## src/common/core_regs.svh

```systemverilog
/*
 * Constants of the 8-bit core: data-space map, status bit positions,
 * instruction field positions and instruction-cycle timing.
 * Assumes it is included once per compilation unit by bare name.
 */
`ifndef CORE_REGS_SVH
`define CORE_REGS_SVH

// Widths
`define DATA_W 8
`define INSTR_W 12
`define PC_W 8
`define FADDR_W 7

// Special function registers in the data space
`define ADDR_INDIRECT 7'h00
`define ADDR_PC 7'h02
`define ADDR_STATUS 7'h03
`define ADDR_FSR 7'h04

// Status register bit positions and reset value
`define ST_CARRY 0
`define ST_NIBBLE 1
`define ST_ZERO 2
`define STATUS_RST 8'h00
`define FLAG_MASK 8'h07

// Instruction fields
`define OP_HI 11
`define OP_LO 8
`define DEST_BIT 7
`define FADDR_HI 6
`define LIT_HI 7

// Instruction cycle timing
`define INSTR_CYCLE_NS 200
`define CLK_PERIOD_NS 25
`define INSTR_CLKS ((`INSTR_CYCLE_NS + `CLK_PERIOD_NS - 1) / `CLK_PERIOD_NS)
`define PH_W 3
`define PH_READ 3'h2
`define PH_EXEC 3'h4
`define PH_LAST 3'((`INSTR_CLKS) - 1)

// Reset values
`define PC_RST 8'h00
`define ZERO8 8'h00

`endif

```

## src/common/core_pkg.sv

```systemverilog
/*
 * Types of the 8-bit core: opcode enumeration.
 * Assumes core_regs.svh supplies the numeric constants.
 */
package core_pkg;

    typedef enum logic [3:0] {
        OP_NOP = 4'h0,
        OP_ADD_F = 4'h1,
        OP_SUB_F = 4'h2,
        OP_AND_F = 4'h3,
        OP_OR_F = 4'h4,
        OP_XOR_F = 4'h5,
        OP_RL_F = 4'h6,
        OP_RR_F = 4'h7,
        OP_COM_F = 4'h8,
        OP_MOV_F = 4'h9,
        OP_MOV_WF = 4'ha,
        OP_ADD_L = 4'hb,
        OP_SUB_L = 4'hc,
        OP_MOV_L = 4'hd,
        OP_JUMP = 4'he,
        OP_CLR = 4'hf
    } op_t;

endpackage

```

## src/hw/core_datapath.sv

```systemverilog
/*
 * Core datapath: fetch/execute pipeline, working register, status flags,
 * program counter and FSR held in the data space, data-bus sequencing.
 * Assumes synchronous program memory returning prog_data within one
 * instruction cycle, and a register file answering data_re by PH_READ.
 */
//Contract
//- Each instruction is one 12-bit word fetched in one instruction cycle.
//- Program and data buses are separate; data words are 8 bits.
//- Next instruction is fetched while the current one executes.
//- Non-branch instructions finish in one 200 ns instruction cycle.
//- ALU works on 8-bit operands: add, subtract, shift, logic.
//- Arithmetic uses two's complement.
//- Two-operand ops take W and a file register or literal.
//- Single-operand ops take W or a file register.
//- W is 8 bits, the accumulator, with no data address.
//- ALU updates carry, nibble carry and zero in status.
//- In subtraction carry and nibble carry act as borrow flags.
//- Special registers including program counter sit in data space, direct and indirect.
//- Any operation may target any register by any addressing mode.
//- Master clear is an active-low reset with an always-on pull-up; rst_n is a plain input with no pull-up.
//- Branches take two cycles as the prefetched word is discarded.
`timescale 1ns/1ps
`include "core_regs.svh"

module core_datapath
    import core_pkg::*;
(
    input wire logic clk,
    input wire logic rst_n,
    input wire logic ce,
    input wire logic [`INSTR_W-1:0] prog_data,
    output logic [`PC_W-1:0] prog_addr,
    output logic prog_rd,
    input wire logic [`DATA_W-1:0] data_rdata,
    output logic [`FADDR_W-1:0] data_addr,
    output logic data_re,
    output logic data_we,
    output logic [`DATA_W-1:0] data_wdata,
    output logic [`DATA_W-1:0] work_out,
    output logic [`DATA_W-1:0] status_out,
    output logic [`PC_W-1:0] program_counter_out,
    output logic instr_done
);

    // Internal SFRs answer reads themselves; the external file never sees them
    function automatic logic is_sfr(input logic [`FADDR_W-1:0] a);
        is_sfr = (a == `ADDR_INDIRECT) || (a == `ADDR_PC) ||
                 (a == `ADDR_STATUS) || (a == `ADDR_FSR);
    endfunction

    // Effective address: indirect slot reads through FSR
    function automatic logic [`FADDR_W-1:0] eff_addr(input logic [`INSTR_W-1:0] ins,
                                                     input logic [`DATA_W-1:0] fsr);
        if (ins[`FADDR_HI:0] == `ADDR_INDIRECT)
            eff_addr = fsr[`FADDR_W-1:0];
        else
            eff_addr = ins[`FADDR_HI:0];
    endfunction

    function automatic logic uses_file(input op_t op);
        uses_file = !(op == OP_NOP || op == OP_ADD_L || op == OP_SUB_L ||
                      op == OP_MOV_L || op == OP_JUMP);
    endfunction

    logic [`PH_W-1:0] phase_reg;
    logic [`INSTR_W-1:0] ir_reg;
    logic ir_valid_reg;
    logic [`PC_W-1:0] pc_reg;
    logic [`DATA_W-1:0] w_reg;
    logic [`DATA_W-1:0] status_reg;
    logic [`DATA_W-1:0] fsr_reg;
    logic [`DATA_W-1:0] opnd_reg;
    logic branch_reg;
    logic [`PC_W-1:0] target_reg;
    logic [`FADDR_W-1:0] ex_addr;
    logic [`DATA_W-1:0] sfr_val;
    logic [`DATA_W-1:0] f_opnd;
    logic [`DATA_W-1:0] alu_res;
    logic alu_c;
    logic alu_dc;
    logic to_file;
    logic pc_write;
    logic boundary;
    logic [`DATA_W-1:0] status_next;
    op_t op;

    assign op = op_t'(ir_reg[`OP_HI:`OP_LO]);
    assign boundary = ce && (phase_reg == `PH_LAST);
    assign ex_addr = eff_addr(ir_reg, fsr_reg);
    assign to_file = ir_reg[`DEST_BIT] || (op == OP_MOV_WF);
    assign pc_write = uses_file(op) && to_file && (ex_addr == `ADDR_PC) &&
                      (op != OP_MOV_F || ir_reg[`DEST_BIT]);

    // SPECIAL_FUNCTION_REGISTERS read mux; an indirect access to the indirect slot reads zero
    always_comb begin
        case (ex_addr)
            `ADDR_PC: sfr_val = pc_reg;
            `ADDR_STATUS: sfr_val = status_reg;
            `ADDR_FSR: sfr_val = fsr_reg;
            default: sfr_val = `ZERO8;
        endcase
    end

    // Literal ops take the immediate as second operand
    assign f_opnd = uses_file(op) ? opnd_reg : ir_reg[`LIT_HI:0];

    core_alu u_alu (
        .op(op),
        .w_opnd(w_reg),
        .f_opnd(f_opnd),
        .carry_in(status_reg[`ST_CARRY]),
        .result(alu_res),
        .carry_out(alu_c),
        .nibble_out(alu_dc)
    );

    // Flags win over a software write of status in the same instruction
    always_comb begin
        status_next = status_reg;
        if (uses_file(op) && to_file && ex_addr == `ADDR_STATUS)
            status_next = alu_res;
        case (op)
            OP_ADD_F, OP_SUB_F, OP_ADD_L, OP_SUB_L: begin
                status_next[`ST_CARRY] = alu_c;
                status_next[`ST_NIBBLE] = alu_dc;
                status_next[`ST_ZERO] = (alu_res == `ZERO8);
            end
            OP_AND_F, OP_OR_F, OP_XOR_F, OP_COM_F, OP_MOV_F, OP_CLR:
                status_next[`ST_ZERO] = (alu_res == `ZERO8);
            OP_RL_F, OP_RR_F: status_next[`ST_CARRY] = alu_c;
            default: status_next[`ST_ZERO] = status_next[`ST_ZERO];
        endcase
    end

    // Instruction-cycle phase counter; clock enable stretches the cycle
    always_ff @(posedge clk or negedge rst_n) begin
        if (!rst_n) begin
            phase_reg <= '0;
        end else if (ce) begin
            if (boundary)
                phase_reg <= '0;
            else
                phase_reg <= phase_reg + 3'h1;
        end
    end

    // Fetch stage: latch next word while current one executes
    always_ff @(posedge clk or negedge rst_n) begin
        if (!rst_n) begin
            ir_reg <= '0;
            ir_valid_reg <= 1'b0;
            pc_reg <= `PC_RST;
            prog_addr <= `PC_RST;
            prog_rd <= 1'b0;
        end else if (ce) begin
            prog_rd <= 1'b1;
            if (boundary) begin
                ir_reg <= prog_data;
                // A taken branch throws away the word fetched meanwhile
                ir_valid_reg <= !branch_reg;
                // Counter tracks the word being fetched, so a read of the slot sees it
                pc_reg <= branch_reg ? target_reg : pc_reg + 8'h01;
                prog_addr <= branch_reg ? target_reg : pc_reg + 8'h01;
            end
        end
    end

    // Data bus: address and read strobe for the operand of the new word
    always_ff @(posedge clk or negedge rst_n) begin
        if (!rst_n) begin
            data_addr <= '0;
            data_re <= 1'b0;
        end else if (ce) begin
            if (boundary) begin
                data_addr <= eff_addr(prog_data, fsr_reg);
                data_re <= 1'b0;
            end else if (phase_reg == '0) begin
                data_re <= ir_valid_reg && uses_file(op) && !is_sfr(ex_addr);
            end else if (phase_reg == `PH_READ) begin
                data_re <= 1'b0;
            end
        end
    end

    // Operand capture, from the file or an internal SPECIAL_FUNCTION_REGISTERS
    always_ff @(posedge clk or negedge rst_n) begin
        if (!rst_n) begin
            opnd_reg <= `ZERO8;
        end else if (ce && phase_reg == `PH_READ) begin
            opnd_reg <= is_sfr(ex_addr) ? sfr_val : data_rdata;
        end
    end

    // Execute: write-back to W, file or SPECIAL_FUNCTION_REGISTERS, one-cycle write strobe
    always_ff @(posedge clk or negedge rst_n) begin
        if (!rst_n) begin
            w_reg <= `ZERO8;
            status_reg <= `STATUS_RST;
            fsr_reg <= `ZERO8;
            data_we <= 1'b0;
            data_wdata <= `ZERO8;
            branch_reg <= 1'b0;
            target_reg <= `PC_RST;
            instr_done <= 1'b0;
        end else if (ce) begin
            data_we <= 1'b0;
            instr_done <= 1'b0;
            if (boundary)
                branch_reg <= 1'b0;
            if (phase_reg == `PH_EXEC && ir_valid_reg) begin
                instr_done <= 1'b1;
                status_reg <= status_next;
                if (op == OP_JUMP) begin
                    branch_reg <= 1'b1;
                    target_reg <= ir_reg[`LIT_HI:0];
                end else if (pc_write) begin
                    branch_reg <= 1'b1;
                    target_reg <= alu_res;
                end
                if (!uses_file(op)) begin
                    if (op != OP_NOP && op != OP_JUMP)
                        w_reg <= (op == OP_MOV_L) ? ir_reg[`LIT_HI:0] : alu_res;
                end else if (!to_file) begin
                    w_reg <= alu_res;
                end else if (ex_addr == `ADDR_FSR) begin
                    fsr_reg <= alu_res;
                end else if (!is_sfr(ex_addr)) begin
                    data_we <= 1'b1;
                    data_wdata <= alu_res;
                end
            end
        end
    end

    // Observation outputs, all from flops
    always_ff @(posedge clk or negedge rst_n) begin
        if (!rst_n) begin
            work_out <= `ZERO8;
            status_out <= `STATUS_RST;
            program_counter_out <= `PC_RST;
        end else if (ce) begin
            work_out <= w_reg;
            status_out <= status_reg;
            program_counter_out <= pc_reg;
        end
    end

endmodule

```

## src/hw/core_alu.sv

```systemverilog
/*
 * 8-bit arithmetic unit: add, subtract, shift, logic.
 * Assumes operands are stable for the cycle; purely combinational.
 */
`timescale 1ns/1ps
`include "core_regs.svh"

module core_alu
    import core_pkg::*;
(
    input wire op_t op,
    input wire logic [`DATA_W-1:0] w_opnd,
    input wire logic [`DATA_W-1:0] f_opnd,
    input wire logic carry_in,
    output logic [`DATA_W-1:0] result,
    output logic carry_out,
    output logic nibble_out
);

    logic [`DATA_W:0] sum9;
    logic [4:0] sum5;
    logic [`DATA_W-1:0] addend;
    logic sub_sel;

    // Subtract as f + ~w + 1, so carry set means no borrow
    assign sub_sel = (op == OP_SUB_F) || (op == OP_SUB_L);
    assign addend = sub_sel ? ~w_opnd : w_opnd;
    assign sum9 = {1'b0, f_opnd} + {1'b0, addend} + {8'h00, sub_sel};
    assign sum5 = {1'b0, f_opnd[3:0]} + {1'b0, addend[3:0]} + {4'h0, sub_sel};

    // Operation select
    always_comb begin
        result = f_opnd;
        carry_out = carry_in;
        nibble_out = sum5[4];
        case (op)
            OP_ADD_F, OP_ADD_L, OP_SUB_F, OP_SUB_L: begin
                result = sum9[`DATA_W-1:0];
                carry_out = sum9[`DATA_W];
            end
            OP_AND_F: result = w_opnd & f_opnd;
            OP_OR_F: result = w_opnd | f_opnd;
            OP_XOR_F: result = w_opnd ^ f_opnd;
            OP_RL_F: begin // Rotate through carry
                result = {f_opnd[`DATA_W-2:0], carry_in};
                carry_out = f_opnd[`DATA_W-1];
            end
            OP_RR_F: begin
                result = {carry_in, f_opnd[`DATA_W-1:1]};
                carry_out = f_opnd[0];
            end
            OP_COM_F: result = ~f_opnd;
            OP_MOV_WF: result = w_opnd;
            OP_CLR: result = `ZERO8;
            default: result = f_opnd;
        endcase
    end

endmodule

```

## config.mk

```make
export PLATFORM = sky130hd
export DESIGN_NAME = core_datapath
export DESIGN_NICKNAME = d
export VERILOG_FILES = /design/src/common/core_pkg.sv /design/src/hw/core_datapath.sv /design/src/hw/core_alu.sv
export VERILOG_INCLUDE_DIRS = /design/src /design/src/common
export SDC_FILE = /design/constraint.sdc
export NUM_CORES = 1
export LEC_CHECK = 0
export ABC_AREA = 1
export BUFFER_PORTS_ARGS = -buffer_cell sky130_fd_sc_hd__buf_2
export CAP_MARGIN = 40
export CORE_AREA = 3 3 125 127
export DETAILED_ROUTE_END_ITERATION = 8
export DIE_AREA = 0 0 128 130
export PLACE_DENSITY_LB_ADDON = 0.08
export SYNTH_ARGS = -nofsm -noshare
export SYNTH_HDL_FRONTEND = slang
export SYNTH_HIERARCHICAL = 1
export SYNTH_SLANG_ARGS = --single-unit
```

## constraint.sdc

```tcl
create_clock -name clk -period 8.5 [get_ports clk]
set_input_delay 1.7 -clock clk [delete_from_list [all_inputs] [get_ports clk]]
set_output_delay 1.7 -clock clk [all_outputs]
set_load 0.005 [all_outputs]
```

==> summary.md <==
| Metric | Value |
|---|---|
| Register area share after synthesis | `41.3%` |
| Layout cells sized above 1 | `15.7%` |
| Crit Path Max Fanout | `19` |
| Tmin final | `4340 ps` |
| RSZ-0062 raised after global routing | `false` |
| Placed instance area | `7120 sq um` |
| Clock root buffer | `clkbuf_16` |
| Post-Layout Cell Count | `1124` |
| Hold_buf cts | `0` |
| Die Area | `16600 sq um` |
| DRT iter0 DRCs | `492` |
| Ports | `74` |
| Dominant synthesized flop cell | `dfrtp_1` |
| Leak | `0.00390 uW` |
| Chip Height | `130 um` |
| Peak supply drop | `0.000205 V` |
| Final Cell Area | `7410 sq um` |
| Worst slew margin | `36.1%` |
| Reg2Reg Depth | `17` |
| Max clock buf depth | `2` |
| Routed wire per std cell | `18.1 um` |
| Via-to-Cell Ratio | `5.48` |
| R2r startpoint | `ir_reg[11]` |
| Synth async-reset ratio | `100%` |
| Placed insts | `1108` |
| P per Cell Area | `445 nW/um^2` |
| Total gr overflow | `0` |
| Hold Path Depth | `2` |
| Nets@finish | `987` |
| Met3 usage | `4.46%` |
| CTS tree | `done` |
| Setup_tns | `0 ps` |
| Number of synthesized flops with an enable pin | `0` |
| Arrival time worst endpoint | `4640 ps` |
| DR pass1 iterations | `5` |
| Core ar. | `14500 sq um` |
| Crit share post-route | `51.1%` |
| Slew of the pin with the lowest slew margin | `949 ps` |
| Synth top area share | `41.3%` |
| H-tree depth | `3` |
| Clock transition at path regs | `80 ps` |
| Top cells by area, synth | `dfrtp_1 41%, nand2_1 15%, inv_1 5.7%, o21ai_0 5.7%, ha_1 5.3%` |
| Layout area overhead | `13.1%` |
| HP Class | `reg2reg` |
| Initial cell density of the core | `45.1%` |
| Layout Skew | `11.1 ps` |
| GRT Max-Usage Layer | `met2` |
| Die extent in x | `128 um` |
| Commonest cells after routing, fill and taps aside | `261 x nand2_1, 108 x dfrtp_1, 100 x inv_1` |
| Final Hold Fails | `0` |
| Cells after Synth | `869` |
| Number of setup violations in the final report | `0` |
| CTS Buf Count | `9` |
| Status | `finished, final reports clean` |
| Critical Path Sink Type | `register` |
| # resized after CTS | `0` |
| GRT Util Overall | `25.4%` |
| #FFs+latches synth | `108` |
| CP Launch Type | `register` |
| Commonest non-fill, non-tap cell in the layout | `nand2_1` |
| CTS sink count | `108` |
| Clk Latency, worst-skew pair | `360 ps` |
| Req. time, crit path | `8800 ps` |
| Row count | `44` |
| Via count | `6158` |
| Syn avg cell area | `7.54 sq um` |
| Max reg flops | `12` |
| # diodes | `0` |
| Vias in the first global route | `5994` |
| Met2 Resource Use GR | `42.1%` |
| Mapped Nets | `921` |
| DRC errors left | `0` |
| Antenna Nets Post-Route | `0` |
| Largest net degree at the start of global routing | `65` |
| Slew Viols, Final | `0` |
| Yosys top cell by area | `dfrtp_1` |
| First-pass GRT wire length | `32500 um` |
| Dpl hpwl | `15600 um` |
| Yosys cell types | `49` |
| Buffers on Ports | `73` |
| Hold Startpoint | `status_out[4]` |
| Met1 usage in global routing | `33.5%` |
| Setup crit start | `ir_reg[11]` |
| DRT Wirelength | `20400 um` |
| Gpl congestion | `0.955` |
| Synth Cell Area | `6550 sq um` |
| Setup CP Type | `reg2reg` |
| Ys Warns | `6` |
| Initial antenna violation count | `0` |
| Max cap viols | `0` |
| F_max | `0.230 GHz` |
| Post-CTS setup buffer count | `0` |
==> cell families (layout without fill, tap and decap cells) <==
group | after synthesis | after routing | synth area share [%]
mux | 1 | 1 | 0.172
flops | 108 | 108 | 41.3
simple gates | 429 | 429 | 29.0
xor+xnor | 9 | 9 | 1.20
buf+inv | 135 | 206 | 8.04
fa+ha+maj | 29 | 29 | 5.66
compound gates | 158 | 158 | 14.6
==> power breakdown <==
group	total (uW)	internal, uW	leakage, uW	switching, uW
logic	2060	633	0.00242	1420
clock network	409	210	0.000141	199
registers	830	673	0.00134	158
total	3290	1520	0.00390	1780
==> worst paths after layout <==
| kind | slack, ps | endpoint |
|---|---|---|
| min | 470 | status_out[4] |
| max in group asynchronous | 6230 | data_wdata[0] |
| max reg2reg | 4160 | status_reg[2] |
| min in group asynchronous | 1310 | program_counter_out[5] |
| min reg2reg | 470 | status_out[4] |
| max | 4160 | status_reg[2] |
==> per-stage QoR <==
step	util (%)	hold WS (ps)	total power [uW]	setup slack, ps
5_1_grt	51.0	487	3580	3700
3_5_place_dp	49.0	448	2850	4210
3_3_place_gp	48.6	447	2820	4370
6_report	51.0	468	3290	4160
4_1_cts	51.0	473	3270	4200
2_1_floorplan	-	437	2170	4840
==> per-layer routing <==
metal  vias to the layer above  routed length [um]  part of all wire, %
met5                         -                   0                    0
met4                         0                 588                  2.9
met3                        40                1030                  5.1
met2                       205                9890                   49
met1                      2934                8850                   43
li1                       2979                   -                    -
==> synth_stat cells (all sizes together), types with 3 or more instances <==
cell type and instances:
nand2 270, inv 111, dfrtp 108, o21ai 93
nand3 66, nor2 58, ha 28, a21oi 26
nand4 17, clkbuf 15, o211ai 13, nor3 9
buf 8, xor2 8, or2 7, o22ai 6
o2111ai 4, o221ai 4, a32o 3
==> area by class of cell <==
class	instances	area (sq um)
well taps	184	230
flip-flops and latches	108	2700
fillers	1477	7130
inverters	112	423
multi-input cells	626	3320
repair buffers	78	445
clock inverters	6	46.3
clock buffers	10	239
==> worst max-delay path: stages (launching register included) <==
cell and delay, ps:
dfrtp_1 500, nand2_2 170, inv_2 70, nand2_4 160, o21ai_2 110, nor3_4 540, o21ai_0 500, ha_1 490
a21oi_1 140, nand2_1 130, or2_2 310, nand3_1 100, o2111ai_1 300, inv_1 230, nand4_1 110, o31ai_1 240
nand3_1 100, nand2_1 80
Power figures use the tool's default switching activity.
